`config.mk`:
```
export PLATFORM = sky130hd
export DESIGN_NAME = gpio_port
export DESIGN_NICKNAME = d
export VERILOG_FILES = /design/src/core/gpio_port_pkg.sv /design/src/core/pad_sense.sv /design/src/core/gpio_port.sv
export SDC_FILE = /design/constraint.sdc
export NUM_CORES = 1
export LEC_CHECK = 0
export ABC_AREA = 1
export BUFFER_PORTS_ARGS = -buffer_cell sky130_fd_sc_hd__buf_2
export CAP_MARGIN = 15
export CORE_ASPECT_RATIO = 1.1
export CORE_MARGIN = 2
export CORE_UTILIZATION = 55
export CTS_CLUSTER_SIZE = 16
export DETAILED_ROUTE_END_ITERATION = 16
export GPL_TIMING_DRIVEN = 1
export PLACE_DENSITY = 0.77
export SLEW_MARGIN = 20
export SYNTH_ARGS = -nofsm -noshare
export SYNTH_HDL_FRONTEND = slang
export SYNTH_SLANG_ARGS = --single-unit
```
`constraint.sdc`:
```
create_clock -name sys_clk -period 2.62 [get_ports sys_clk]
set_input_delay 0.524 -clock sys_clk [delete_from_list [all_inputs] [get_ports sys_clk]]
set_output_delay 0.524 -clock sys_clk [all_outputs]
set_load 0.02 [all_outputs]
```
`src/core/gpio_port_pkg.sv`:
```
// shared constants for the gpio port block
package gpio_port_pkg;
	localparam int unsigned PAD_COUNT = 8;
	localparam int unsigned ADDR_W = 12;
	// register indexes; the apb byte address is four times the index
	localparam logic [11:0] IDX_DRIVE_ENABLE = 12'h0_000;
	localparam logic [11:0] IDX_DRIVE_ENABLE_SET = 12'h0_001;
	localparam logic [11:0] IDX_DRIVE_ENABLE_CLEAR = 12'h0_002;
	localparam logic [11:0] IDX_DRIVE_ENABLE_FLIP = 12'h0_003;
	localparam logic [11:0] IDX_DRIVE_LEVEL = 12'h0_004;
	localparam logic [11:0] IDX_DRIVE_LEVEL_SET = 12'h0_005;
	localparam logic [11:0] IDX_DRIVE_LEVEL_CLEAR = 12'h0_006;
	localparam logic [11:0] IDX_DRIVE_LEVEL_FLIP = 12'h0_007;
	localparam logic [11:0] IDX_PAD_INPUT = 12'h0_008;
	localparam logic [11:0] IDX_PAD_EVENT_FLAGS = 12'h0_009;
	localparam logic [11:0] IDX_PAD0_CONFIG = 12'h0_010;
	// fast alias block: direction, level, input, flags
	localparam logic [11:0] IDX_FAST_ALIAS_BASE = 12'h0_040;
	localparam logic [11:0] IDX_WAKE_STATUS = 12'h0_020;
	// pad_config field layout
	localparam int unsigned CFG_INVERT_BIT = 7;
	localparam int unsigned CFG_PULL_BIT = 3;
	localparam int unsigned CFG_SENSE_LSB = 0;
	localparam logic [7:0] CFG_RESET = 8'h00;
	localparam logic [7:0] REG_RESET = 8'h00;
	localparam logic [7:0] CFG_MASK = 8'h8F;
	// input buffers come out of reset enabled on every pad
	localparam logic [7:0] INPUT_ENABLE_RESET = 8'hFF;
	// synchronous sense dead time after an accepted interrupt
	localparam logic [1:0] DEAD_CYCLES = 2'h3;
	typedef enum logic [2:0] {
		sense_any_edge = 3'h0,
		sense_rising = 3'h1,
		sense_falling = 3'h2,
		sense_input_off = 3'h4,
		sense_low_level = 3'h5
	} sense_select_t;
endpackage : gpio_port_pkg

```
`src/core/pad_sense.sv`:
```
// one pad: input synchroniser, edge sense, flag, event and wake outputs
`timescale 1ns/1ps
`default_nettype none
module pad_sense (
	input wire logic sys_clk,
	input wire logic arst_n,
	input wire logic pad_in,
	input wire logic invert,
	input wire logic [2:0] sense_sel,
	input wire logic flag_clear,
	output logic sampled,
	output logic flag,
	output logic event_out,
	output logic wake
);
	import gpio_port_pkg::*;
	logic sync1_q;
	logic sync2_q;
	logic prev_q;
	logic [2:0] sense_prev_q;
	logic [1:0] dead_q;
	logic in_on;
	logic rise;
	logic fall;
	logic hit;
	logic level_now;

	assign in_on = (sense_sel != 3'(sense_input_off));
	// inversion applied before the synchroniser so a polarity change is an edge
	assign level_now = pad_in ^ invert;

	// synchroniser stops while input is off; stale value resumes later
	always_ff @(posedge sys_clk or negedge arst_n) begin
		if (!arst_n) begin
			sync1_q <= 1'b0;
			sync2_q <= 1'b0;
			prev_q <= 1'b0;
		end else if (in_on) begin
			sync1_q <= level_now;
			sync2_q <= sync1_q;
			prev_q <= sync2_q;
		end
	end

	assign sampled = sync2_q;
	assign rise = sync2_q & ~prev_q;
	assign fall = ~sync2_q & prev_q;

	// edge or level qualifying per sense setting
	always_comb begin
		unique case (sense_sel)
			3'(sense_any_edge): hit = rise | fall;
			3'(sense_rising): hit = rise;
			3'(sense_falling): hit = fall;
			3'(sense_low_level): hit = ~sync2_q;
			default: hit = 1'b0;
		endcase
	end

	// sense change discards the edge in flight; dead time after each accept
	always_ff @(posedge sys_clk or negedge arst_n) begin
		if (!arst_n) begin
			sense_prev_q <= 3'(sense_input_off);
			dead_q <= 2'h0;
			flag <= 1'b0;
		end else begin
			sense_prev_q <= sense_sel;
			if (hit && dead_q == 2'h0 && sense_prev_q == sense_sel) begin
				flag <= 1'b1; // set beats clear
				dead_q <= DEAD_CYCLES;
			end else begin
				if (flag_clear)
					flag <= 1'b0;
				if (dead_q != 2'h0)
					dead_q <= dead_q - 2'h1;
			end
		end
	end

	// event carries pad level only with input enabled
	assign event_out = in_on & level_now;
	// partly asynchronous pad: wake only for both-edge or level sensing
	assign wake = flag & ((sense_sel == 3'(sense_any_edge))
		| (sense_sel == 3'(sense_low_level)));

	// an accept must run its full countdown; a reload inside it is a re-accept
	property p_dead_time;
		@(posedge sys_clk) disable iff (!arst_n)
		(dead_q == DEAD_CYCLES) |=> (dead_q == 2'h2) ##1 (dead_q == 2'h1) ##1 (dead_q == 2'h0);
	endproperty
	a_dead_time: assert property (p_dead_time) else $error("accept inside dead time");
endmodule : pad_sense
`default_nettype wire

```
`src/core/gpio_port.sv`:
```
// gpio port top: apb register file, pad drivers and per-pad sensing
`timescale 1ns/1ps
`default_nettype none
module gpio_port (
	input wire logic sys_clk,
	input wire logic arst_n,
	input wire logic psel,
	input wire logic penable,
	input wire logic pwrite,
	input wire logic [gpio_port_pkg::ADDR_W-1:0] paddr,
	input wire logic [31:0] pwdata,
	input wire logic [3:0] pstrb,
	output logic [31:0] prdata,
	output logic pready,
	output logic pslverr,
	input wire logic [gpio_port_pkg::PAD_COUNT-1:0] pad_in,
	output logic [gpio_port_pkg::PAD_COUNT-1:0] pad_out,
	output logic [gpio_port_pkg::PAD_COUNT-1:0] pad_oe,
	output logic [gpio_port_pkg::PAD_COUNT-1:0] pad_pull_high_enable,
	output logic [gpio_port_pkg::PAD_COUNT-1:0] pad_input_enable,
	output logic [gpio_port_pkg::PAD_COUNT-1:0] pad_event,
	output logic port_irq,
	output logic port_wake
);
	import gpio_port_pkg::*;
	logic [PAD_COUNT-1:0] drive_enable_q;
	logic [PAD_COUNT-1:0] drive_level_q;
	logic [7:0] pad_config_q [PAD_COUNT];
	logic [PAD_COUNT-1:0] sampled;
	logic [PAD_COUNT-1:0] flag;
	logic [PAD_COUNT-1:0] evt;
	logic [PAD_COUNT-1:0] wake;
	logic [PAD_COUNT-1:0] invert;
	logic [PAD_COUNT-1:0] flag_clear;
	logic [PAD_COUNT-1:0] input_on;
	logic [ADDR_W-1:0] idx;
	logic [ADDR_W-1:0] alias_off;
	logic is_alias;
	logic setup;
	logic wr;
	logic mapped;
	logic [7:0] wbyte;
	logic [7:0] rbyte;
	// one register kind decode, shared by regular and alias windows
	logic hit_dir;
	logic hit_dir_set;
	logic hit_dir_clr;
	logic hit_dir_flip;
	logic hit_lvl;
	logic hit_lvl_set;
	logic hit_lvl_clr;
	logic hit_lvl_flip;
	logic hit_in;
	logic hit_flags;
	logic hit_cfg;
	logic hit_wake;
	logic [2:0] cfg_sel;

	// word addressing: index is the byte address over four
	assign idx = {2'b00, paddr[ADDR_W-1:2]};
	assign alias_off = idx - IDX_FAST_ALIAS_BASE;
	assign is_alias = (idx >= IDX_FAST_ALIAS_BASE) && (alias_off < 12'h0_004);
	assign setup = psel & ~penable;
	// zero-wait slave: access happens in the cycle after setup
	assign wr = psel & penable & pwrite & pstrb[0];
	assign wbyte = pwdata[7:0];

	// alias block maps to direction, level, input and flags
	assign hit_dir = (idx == IDX_DRIVE_ENABLE) | (is_alias && alias_off == 12'h0_000);
	assign hit_lvl = (idx == IDX_DRIVE_LEVEL) | (is_alias && alias_off == 12'h0_001);
	assign hit_in = (idx == IDX_PAD_INPUT) | (is_alias && alias_off == 12'h0_002);
	assign hit_flags = (idx == IDX_PAD_EVENT_FLAGS) | (is_alias && alias_off == 12'h0_003);
	assign hit_dir_set = (idx == IDX_DRIVE_ENABLE_SET);
	assign hit_dir_clr = (idx == IDX_DRIVE_ENABLE_CLEAR);
	assign hit_dir_flip = (idx == IDX_DRIVE_ENABLE_FLIP);
	assign hit_lvl_set = (idx == IDX_DRIVE_LEVEL_SET);
	assign hit_lvl_clr = (idx == IDX_DRIVE_LEVEL_CLEAR);
	assign hit_lvl_flip = (idx == IDX_DRIVE_LEVEL_FLIP);
	// pad n config at 0x10 + n
	assign hit_cfg = (idx >= IDX_PAD0_CONFIG) && (idx < IDX_PAD0_CONFIG + 12'(PAD_COUNT));
	assign cfg_sel = idx[2:0];
	assign hit_wake = (idx == IDX_WAKE_STATUS);
	assign mapped = hit_dir | hit_lvl | hit_in | hit_flags | hit_dir_set | hit_dir_clr
		| hit_dir_flip | hit_lvl_set | hit_lvl_clr | hit_lvl_flip | hit_cfg | hit_wake;

	// direction register and its strobes; reset leaves every driver off
	always_ff @(posedge sys_clk or negedge arst_n) begin
		if (!arst_n) begin
			drive_enable_q <= REG_RESET;
		end else if (wr) begin
			if (hit_dir)
				drive_enable_q <= wbyte;
			else if (hit_dir_set)
				drive_enable_q <= drive_enable_q | wbyte;
			else if (hit_dir_clr)
				drive_enable_q <= drive_enable_q & ~wbyte;
			else if (hit_dir_flip)
				drive_enable_q <= drive_enable_q ^ wbyte;
		end
	end

	// drive level register; a write to the input register toggles too
	always_ff @(posedge sys_clk or negedge arst_n) begin
		if (!arst_n) begin
			drive_level_q <= REG_RESET;
		end else if (wr) begin
			if (hit_lvl)
				drive_level_q <= wbyte;
			else if (hit_lvl_set)
				drive_level_q <= drive_level_q | wbyte;
			else if (hit_lvl_clr)
				drive_level_q <= drive_level_q & ~wbyte;
			else if (hit_lvl_flip || hit_in)
				drive_level_q <= drive_level_q ^ wbyte;
		end
	end

	// per-pad configuration storage and sensing, one instance per pad
	for (genvar n = 0; n < PAD_COUNT; n++) begin : g_pad
		always_ff @(posedge sys_clk or negedge arst_n) begin
			if (!arst_n)
				pad_config_q[n] <= CFG_RESET;
			else if (wr && hit_cfg && cfg_sel == 3'(n))
				pad_config_q[n] <= wbyte & CFG_MASK;
		end
		assign invert[n] = pad_config_q[n][CFG_INVERT_BIT];
		assign input_on[n] = pad_config_q[n][CFG_SENSE_LSB+:3] != 3'(sense_input_off);
		// write-one-to-clear on the flag register
		assign flag_clear[n] = wr & hit_flags & wbyte[n];
		pad_sense pad_sense_i (
			.sys_clk(sys_clk),
			.arst_n(arst_n),
			.pad_in(pad_in[n]),
			.invert(invert[n]),
			.sense_sel(pad_config_q[n][CFG_SENSE_LSB+:3]),
			.flag_clear(flag_clear[n]),
			.sampled(sampled[n]),
			.flag(flag[n]),
			.event_out(evt[n]),
			.wake(wake[n])
		);
		// stored config and the pull driver must follow the written byte
		property p_cfg_write;
			@(posedge sys_clk) disable iff (!arst_n)
			(wr && hit_cfg && cfg_sel == 3'(n))
				|=> (pad_config_q[n] == ($past(wbyte) & CFG_MASK));
		endproperty
		a_cfg_write: assert property (p_cfg_write) else $error("pad config write lost");
		property p_pull_out;
			@(posedge sys_clk) disable iff (!arst_n)
			1'b1 |=> (pad_pull_high_enable[n] == $past(pad_config_q[n][CFG_PULL_BIT]));
		endproperty
		a_pull_out: assert property (p_pull_out) else $error("pull enable mismatch");
	end

	// read mux; set strobe reads back direction
	always_comb begin
		rbyte = 8'h00;
		if (hit_dir || hit_dir_set || hit_dir_clr || hit_dir_flip)
			rbyte = drive_enable_q;
		else if (hit_lvl || hit_lvl_set || hit_lvl_clr || hit_lvl_flip)
			rbyte = drive_level_q;
		else if (hit_in)
			rbyte = sampled;
		else if (hit_flags)
			rbyte = flag;
		else if (hit_cfg)
			rbyte = pad_config_q[cfg_sel];
		else if (hit_wake)
			rbyte = wake;
	end

	// registered apb answer: pready one cycle after setup, error if unmapped
	always_ff @(posedge sys_clk or negedge arst_n) begin
		if (!arst_n) begin
			pready <= 1'b0;
			pslverr <= 1'b0;
			prdata <= 32'h0000_0000;
		end else begin
			pready <= setup;
			pslverr <= setup & ~mapped;
			prdata <= (setup && !pwrite) ? {24'h00_0000, rbyte} : 32'h0000_0000;
		end
	end

	// pad drive: invert applies to the driven level; no debug input exists
	always_ff @(posedge sys_clk or negedge arst_n) begin
		if (!arst_n) begin
			pad_out <= REG_RESET;
			pad_oe <= REG_RESET;
			pad_pull_high_enable <= REG_RESET;
			pad_input_enable <= INPUT_ENABLE_RESET; // input buffers on from reset
		end else begin
			pad_out <= drive_level_q ^ invert;
			pad_oe <= drive_enable_q;
			for (int i = 0; i < PAD_COUNT; i++) begin
				pad_pull_high_enable[i] <= pad_config_q[i][CFG_PULL_BIT];
			end
			pad_input_enable <= input_on;
		end
	end

	// interrupt, wake and event outputs from flops; request holds until clear
	always_ff @(posedge sys_clk or negedge arst_n) begin
		if (!arst_n) begin
			port_irq <= 1'b0;
			port_wake <= 1'b0;
			pad_event <= REG_RESET;
		end else begin
			port_irq <= |flag;
			port_wake <= |wake;
			pad_event <= evt;
		end
	end

	// assertions
	property p_set_strobe;
		@(posedge sys_clk) disable iff (!arst_n)
		(wr && hit_dir_set) |=> (drive_enable_q == ($past(drive_enable_q) | $past(wbyte)));
	endproperty
	a_set_strobe: assert property (p_set_strobe) else $error("dir set lost");
	property p_clr_strobe;
		@(posedge sys_clk) disable iff (!arst_n)
		(wr && hit_dir_clr) |=> (drive_enable_q == ($past(drive_enable_q) & ~$past(wbyte)));
	endproperty
	a_clr_strobe: assert property (p_clr_strobe) else $error("dir clear wrong");
	property p_flip_strobe;
		@(posedge sys_clk) disable iff (!arst_n)
		(wr && hit_dir_flip) |=> (drive_enable_q == ($past(drive_enable_q) ^ $past(wbyte)));
	endproperty
	a_flip_strobe: assert property (p_flip_strobe) else $error("dir flip wrong");
	property p_lvl_set;
		@(posedge sys_clk) disable iff (!arst_n)
		(wr && hit_lvl_set) |=> (drive_level_q == ($past(drive_level_q) | $past(wbyte)));
	endproperty
	a_lvl_set: assert property (p_lvl_set) else $error("level set wrong");
	property p_lvl_clr;
		@(posedge sys_clk) disable iff (!arst_n)
		(wr && hit_lvl_clr) |=> (drive_level_q == ($past(drive_level_q) & ~$past(wbyte)));
	endproperty
	a_lvl_clr: assert property (p_lvl_clr) else $error("level clear wrong");
	property p_in_toggle;
		@(posedge sys_clk) disable iff (!arst_n)
		(wr && hit_in) |=> (drive_level_q == ($past(drive_level_q) ^ $past(wbyte)));
	endproperty
	a_in_toggle: assert property (p_in_toggle) else $error("input write no toggle");
	property p_drive_out;
		@(posedge sys_clk) disable iff (!arst_n)
		1'b1 |=> (pad_out == ($past(drive_level_q) ^ $past(invert))
			&& pad_oe == $past(drive_enable_q));
	endproperty
	a_drive_out: assert property (p_drive_out) else $error("pad drive mismatch");
	property p_irq_holds;
		@(posedge sys_clk) disable iff (!arst_n)
		(flag != 8'h00 && !(wr && hit_flags)) |=> ##1 port_irq;
	endproperty
	a_irq_holds: assert property (p_irq_holds) else $error("irq dropped");
	property p_event_off;
		@(posedge sys_clk) disable iff (!arst_n)
		1'b1 |=> ((pad_event & ~$past(input_on)) == 8'h00);
	endproperty
	a_event_off: assert property (p_event_off) else $error("event while input off");
	property p_set_read;
		@(posedge sys_clk) disable iff (!arst_n)
		(setup && !pwrite && hit_dir_set) |=> (prdata[7:0] == drive_enable_q);
	endproperty
	a_set_read: assert property (p_set_read) else $error("set readback wrong");
	// plain writes and the level flip strobe, alias window included
	property p_lvl_flip;
		@(posedge sys_clk) disable iff (!arst_n)
		(wr && hit_lvl_flip) |=> (drive_level_q == ($past(drive_level_q) ^ $past(wbyte)));
	endproperty
	a_lvl_flip: assert property (p_lvl_flip) else $error("level flip wrong");
	property p_dir_write;
		@(posedge sys_clk) disable iff (!arst_n)
		(wr && hit_dir) |=> (drive_enable_q == $past(wbyte));
	endproperty
	a_dir_write: assert property (p_dir_write) else $error("direction write lost");
	property p_lvl_write;
		@(posedge sys_clk) disable iff (!arst_n)
		(wr && hit_lvl) |=> (drive_level_q == $past(wbyte));
	endproperty
	a_lvl_write: assert property (p_lvl_write) else $error("level write lost");
	// registers move only when their own strobes are written, and level also when the input register is written
	property p_dir_hold;
		@(posedge sys_clk) disable iff (!arst_n)
		!(wr && (hit_dir || hit_dir_set || hit_dir_clr || hit_dir_flip))
			|=> $stable(drive_enable_q);
	endproperty
	a_dir_hold: assert property (p_dir_hold) else $error("direction changed unasked");
	property p_lvl_hold;
		@(posedge sys_clk) disable iff (!arst_n)
		!(wr && (hit_lvl || hit_lvl_set || hit_lvl_clr || hit_lvl_flip || hit_in))
			|=> $stable(drive_level_q);
	endproperty
	a_lvl_hold: assert property (p_lvl_hold) else $error("level changed unasked");
	// pad side outputs follow configuration and flags one cycle late
	property p_input_enable;
		@(posedge sys_clk) disable iff (!arst_n)
		1'b1 |=> (pad_input_enable == $past(input_on));
	endproperty
	a_input_enable: assert property (p_input_enable) else $error("input enable mismatch");
	property p_irq_idle;
		@(posedge sys_clk) disable iff (!arst_n)
		(flag == 8'h00) |=> (port_irq == 1'b0);
	endproperty
	a_irq_idle: assert property (p_irq_idle) else $error("irq without flag");
	property p_wake_out;
		@(posedge sys_clk) disable iff (!arst_n)
		(wake != 8'h00) |=> port_wake;
	endproperty
	a_wake_out: assert property (p_wake_out) else $error("wake request lost");
	property p_wake_idle;
		@(posedge sys_clk) disable iff (!arst_n)
		(wake == 8'h00) |=> (port_wake == 1'b0);
	endproperty
	a_wake_idle: assert property (p_wake_idle) else $error("wake without cause");
endmodule : gpio_port
`default_nettype wire

```
==> metrics.cfg, run 1 <==
[die]
die_h_um=141
die_x_um=129
dieArea_um2=18100
ioPinCount=137
initial_core_util_pct=55.6
core-area_um2=16900
num_rows=50

[timing]
worstMarginPinSlew_ps=744
relSlewSlack_pct=50.3
hold_viol=0
setup_tns_ps=0
rsz0062_at_grt=false
fmax_mhz=483
min_period_ps=2070
finalCritPeriodShare_pct=79.1
setup_viol=0
drv_slew=0
fin_worst_skew_ps=8.61

[global_route]
grt_pass1_vias=7606
grt_pass1_wl_um=38000
grt-ovfl-total=0
antenna_found_initial=1
groute.usage.overall_pct=27.1
grt_max_degree=83

[logic_synthesis]
ys_ff_latch=180
syn_avg_cell_area_um2=8.31
synth_cell_types=41
synthFlopType=dfrtp_1
synth_edf_count=0
syn_area_um2=9400
syn_inst=1131
yosysWarnings=0
async_flop_share_pct=100
seq_area_frac_synth_pct=48.2

[hold_path]
holdCritPathClass=input port to asynchronous set/reset pin

[worst_setup_path]
crit_type=input port to flip-flop
end_kind=flip-flop
start_kind=input port
crit_path_frequent_cell=nand2_1
crit_path_top_delay_cell=o21ai_1
critPathRequiredTime_ps=2990
critPathMaxFanout=12
crit_chain=buf_2 -> inv_1 -> nand2_1 -> nand2_1 -> nand3_1 -> o21ai_1 -> nand2_1 -> inv_1 -> nand3_1 -> nand2_1
crit_arrival_ps=2450
crit_path_max_incr_delay_ps=440

[finish]
layout_commonest_cell=nand2_1
n_fill_cell=1449
area_growth_pct=12.9
multi_input_area_um2=4110
fin_nets=1351
fin_area_um2=10600
drive_gt1_share_pct=15.5
layout_common_cells=nand2_1, dfrtp_1, inv_1
seq_area_um2=4520

[clock_network]
cts_buffer_depth=2
clk_pin_slew_ps=60
root_buffer=clkbuf_16
numCtsBuffers=17
cts_resized=0
htree_levels=4
insertion_delay_ps=440
post_cts.repair.setup_buffers=0
cts_sinks=180
cts_tree=yes
hold_buffers=0

[run]
maxCapViolCount=0

[drt]
firstDrtPassIters=6
drc=0
num_vias=7874
drt_iter0_markers=583
finalWirelength_um=23300
wl_per_cell_um=16.0
ant_nets=0
vias_per_cell=5.41

[placement]
gp_congestion=0.947
hpwlAfterDp_um=17100
dpl_cell_area_um2=10000
port_buffers=83

[power_and_ir_drop]
ir_drop_mv=0.469
leakage_nw=5.42
powerDensity_nw_per_um2=612

[outcome]
status=finished clean

[metal layers]
layer	GRT usage, %	vias to the layer above	wire length [µm]
met4	13.6	0	897
met1	35.2	3708	9880
met5	0	-	0
li1	-	3800	-
met2	43.3	295	11100
met3	5.39	71	1440
[flip-flops by register name, summed over array words and instances, names as in the netlist, 8 cells and up]
register	count
drive_level_q	8
pad_config_q	32
prdata	8
g_pad.pad_sense_i.prev_q	8
pad_out	8
g_pad.pad_sense_i.sync1_q	8
pad_oe	8
drive_enable_q	8
g_pad.pad_sense_i.flag	8
g_pad.pad_sense_i.sense_prev_q	24
g_pad.pad_sense_i.sampled	8
pad_event	8
pad_input_enable	8
pad_pull_high_enable	8
invert	8
g_pad.pad_sense_i.dead_q	16
[worst paths after layout]
path | start | to | slack [ps] | cells past startpoint
worst max-delay path | paddr[9] | drive_enable_q[1] | 550 | 10
worst min-delay path | arst_n | pad_event[3] | 120 | 1
worst max register to register | pad_config_q[32] | prdata[3] | 840 | 9
worst min register to register | pad_config_q[51] | pad_pull_high_enable[1] | 430 | 0
max in group asynchronous | arst_n | pad_input_enable[6] | 1720 | 2
min in group sys_clk | penable | pready | 370 | 2
[power by group]
group          leakage, nW  switching [W]  internal [W]  total, W
registers             2.27      0.0000907       0.00296   0.00305
clock network        0.273        0.00109       0.00136   0.00245
logic                 2.87       0.000645      0.000349  0.000994
[layout make-up]
| cell class | count | share of cell area [%] |
|---|---|---|
| antenna | 1 | 0.0236 |
| timing repair buffer | 99 | 5.25 |
| clock inverter | 11 | 0.979 |
| sequential | 180 | 42.7 |
| tap | 208 | 2.45 |
| multi-input combinational | 779 | 38.7 |
| clock buffer | 21 | 4.34 |
| inverter | 157 | 5.56 |
[logic make-up after synthesis]
family | synth area share (%)
simple gates | 21.3
compound gates | 13.1
buf+inv | 9.02
flops | 48.2
fa+ha+maj | 7.46
xor+xnor | 0.932
other cells | 0.0399
[synth_stat cells (9+ instances only)]
library cell | number | area, µm²
nand2_1 | 279 | 1050
dfrtp_1 | 164 | 4100
or2_2 | 11 | 68.8
o21ai_1 | 12 | 60.1
dfstp_2 | 16 | 420
buf_4 | 27 | 203
inv_2 | 10 | 37.5
nand2_2 | 9 | 56.3
nand4_1 | 10 | 62.6
inv_1 | 146 | 548
o21ai_0 | 103 | 515
nor2_1 | 78 | 293
xor2_1 | 10 | 87.6
nand3_1 | 49 | 245
o21bai_1 | 12 | 90.1
ha_1 | 56 | 701
a21oi_1 | 75 | 375
[stage by stage]
| stage | util, % | setup WS (ps) | total power [W] | hold slack [ps] | cells |
|---|---|---|---|---|---|
| floorplan | - | 878 | 0.00380 | 228 | 1154 |
| global placement | 59.4 | 261 | 0.00403 | 401 | 1423 |
| detailed placement | 59.4 | 163 | 0.00410 | 414 | 1423 |
| CTS | 62.8 | 615 | 0.00652 | 147 | 1455 |
| global route | 62.8 | 347 | 0.00681 | 178 | 1456 |
| finish | 62.8 | 548 | 0.00649 | 121 | 1456 |
[worst max-delay path, delay by kind of cell]
family	cells	cell delay (ps)
buffers and inverters	3	490
AO/OA/AOI/OAI	1	440
AND/OR/NAND/NOR	6	990
(Power assumes the default switching activity.)
==> run 2: changes to the inputs <==
--- a/config.mk
+++ b/config.mk
@@ -10,7 +10,7 @@
 export CAP_MARGIN = 15
 export CORE_ASPECT_RATIO = 1.1
 export CORE_MARGIN = 2
-export CORE_UTILIZATION = 55
+export CORE_UTILIZATION = 52
 export CTS_CLUSTER_SIZE = 16
 export DETAILED_ROUTE_END_ITERATION = 16
 export GPL_TIMING_DRIVEN = 1
==> constraint.sdc (replaced) <==
create_clock -name sys_clk -period 1.89 [get_ports sys_clk]
set_input_delay 0.378 -clock sys_clk [delete_from_list [all_inputs] [get_ports sys_clk]]
set_output_delay 0.378 -clock sys_clk [all_outputs]
set_load 0.02 [all_outputs]
==> run 2 against run 1 <==
Net effect: wire length is 1.1% higher; core utilization is 0.49 points lower; combinational power is 44% higher; clock-buffer cell count is 1 lower; sequential share of layout area is 1.6 points lower; global-route usage is 1.5 points lower; die area is 5.6% higher; critical path type is now flip-flop to flip-flop; via count is 1.5% higher; critical path depth is 2 lower; final area is 3.8% higher; clock power is 49% higher.
==> metrics.cfg, run 2 (synthesis gave the netlist of run 1 again) <==
[worst_setup_path]
crit_path_max_incr_delay_ps=400
r2r_end=g_pad[1].pad_sense_i.dead_q[1]
r2r_slack_ps=180
crit_arrival_ps=2070
critPathRequiredTime_ps=2260
crit_path_top_delay_cell=dfrtp_1
crit_chain=inv_1 -> ha_1 -> a21oi_1 -> nor3_1 -> o2111ai_1 -> nand2_1 -> nor2_1 -> a21oi_1
critPathMaxFanout=4
rr_worst_depth=8
crit_type=flip-flop to flip-flop
crit_path_frequent_cell=a21oi_1
start_kind=flip-flop
r2r_start=g_pad[1].pad_sense_i.sampled
end_kind=flip-flop

[hold_path]
hold_start=pad_in[5]
min_delay_path_depth=3
holdCritPathClass=input port to flip-flop
hold-path-endpoint=pad_event[5]

[timing]
finalCritPeriodShare_pct=90.3
relSlewSlack_pct=60.3
fin_worst_skew_ps=10.8
setup_viol=0
worstMarginPinSlew_ps=591
drv_slew=0
min_period_ps=1710
rsz0062_at_grt=false
fmax_mhz=586
hold_viol=0

[global_route]
grt-ovfl-total=0
grt_pass1_wl_um=38500
grt_pass1_vias=7723
antenna_found_initial=0
grt_max_degree=50
groute.usage.overall_pct=25.5

[clock_network]
insertion_delay_ps=440
clk_pin_slew_ps=70
numCtsBuffers=17
cts_buffer_depth=2
cts_sinks=180
cts_tree=yes
root_buffer=clkbuf_16
htree_levels=4
post_cts.repair.setup_buffers=0

[placement]
hpwlAfterDp_um=17700
placed_cells=1491
port_buffers=83
gp_congestion=0.955

[finish]
layout_common_cells=nand2_1, dfrtp_1, inv_1
layout.cells.non_filler=1524
layout_commonest_cell=nand2_1
largest_reg_flops=32
top_register=pad_config_q
fin_nets=1390
top_regs=pad_config_q x32, g_pad.pad_sense_i.sense_prev_q x24, g_pad.pad_sense_i.dead_q x16
drive_gt1_share_pct=18.2
area_growth_pct=17.2
antenna_cells=0
n_fill_cell=1499

[die]
die_h_um=145
die_x_um=132
dieArea_um2=19200
num_rows=51
core-area_um2=17700
ioPinCount=137
initial_core_util_pct=53.2

[power_and_ir_drop]
leakage_nw=5.64
p_total_w=0.00931
ir_drop_mv=0.674
powerDensity_nw_per_um2=845

[drt]
vias_per_cell=5.24
firstDrtPassIters=5
drt_iter0_markers=588
ant_nets=0
num_vias=7991
drc=0
finalWirelength_um=23600
wl_per_cell_um=15.5

[outcome]
status=finished clean

[run]
maxCapViolCount=0

==> run 2: stage by stage <==
stage / TNS (ps) / setup WS [ps] / hold slack, ps / area (µm²) / util, %
4_1_cts: 0 / 145 / 203 / 11000 / 62.3
6_report: 0 / 184 / 209 / 11000 / 62.3
2_1_floorplan: 0 / 294 / 82.4 / 9480 / -
5_1_grt: 0 / 13.3 / 203 / 11000 / 62.3
3_3_place_gp: 0 / 12.6 / 369 / 10400 / 58.8
3_5_place_dp: -31.4 / -21.7 / 371 / 10400 / 58.8
==> run 2: worst max path at each step <==
stage	start	endpoint	slack, ps	cells past startpoint
finish	g_pad[1].pad_sense_i.sampled	g_pad[1].pad_sense_i.dead_q[1]	180	8
global route	g_pad[1].pad_sense_i.sampled	g_pad[1].pad_sense_i.dead_q[0]	10	8
CTS	pad_config_q[32]	prdata[3]	150	9
detailed placement	paddr[4]	drive_enable_q[3]	-20	11
global placement	paddr[6]	drive_enable_q[3]	10	11
floorplan	paddr[11]	drive_level_q[0]	290	10
==> run 2: cell type report <==
type                            instances  area (µm²)  area share (%)
Clock inverter                         12         144            1.31
Inverter                              157         589            5.35
Clock buffer                           20         467            4.24
Tap cell                              238         298            2.70
Timing Repair Buffer                  138         877            7.96
Sequential cell                       180        4520            41.1
Multi-Input combinational cell        779        4110            37.4
==> run 2: metal layers <==
layer,GRT usage [%],vias up,share of wire [%]
li1,-,3881,-
met1,33.2,3757,42
met4,11.0,0,3.8
met5,0,-,0
met3,5.42,66,7.0
met2,41.3,287,47
==> run 2: critical path: cells and delay by family, from the launching register on <==
kind	cells	cell delay (ps)
flip-flops	1	400
buffers and inverters	1	160
adder cells (fa/ha/maj)	1	170
AND/OR/NAND/NOR	3	470
AO/OA/AOI/OAI	3	430
==> run 2: power by group <==
group	switching [W]	internal (W)
combinational	0.000911	0.000520
sequential	0.000129	0.00410
clock	0.00157	0.00208
==> run 2: what timing repair did <==
item | 4_1_cts | 5_1_grt
resized for setup | 0 | 1
hold buffers | 1 | 0
hold endpoints to repair | 39 | 0
endpoints found under the setup margin | 0 | 1
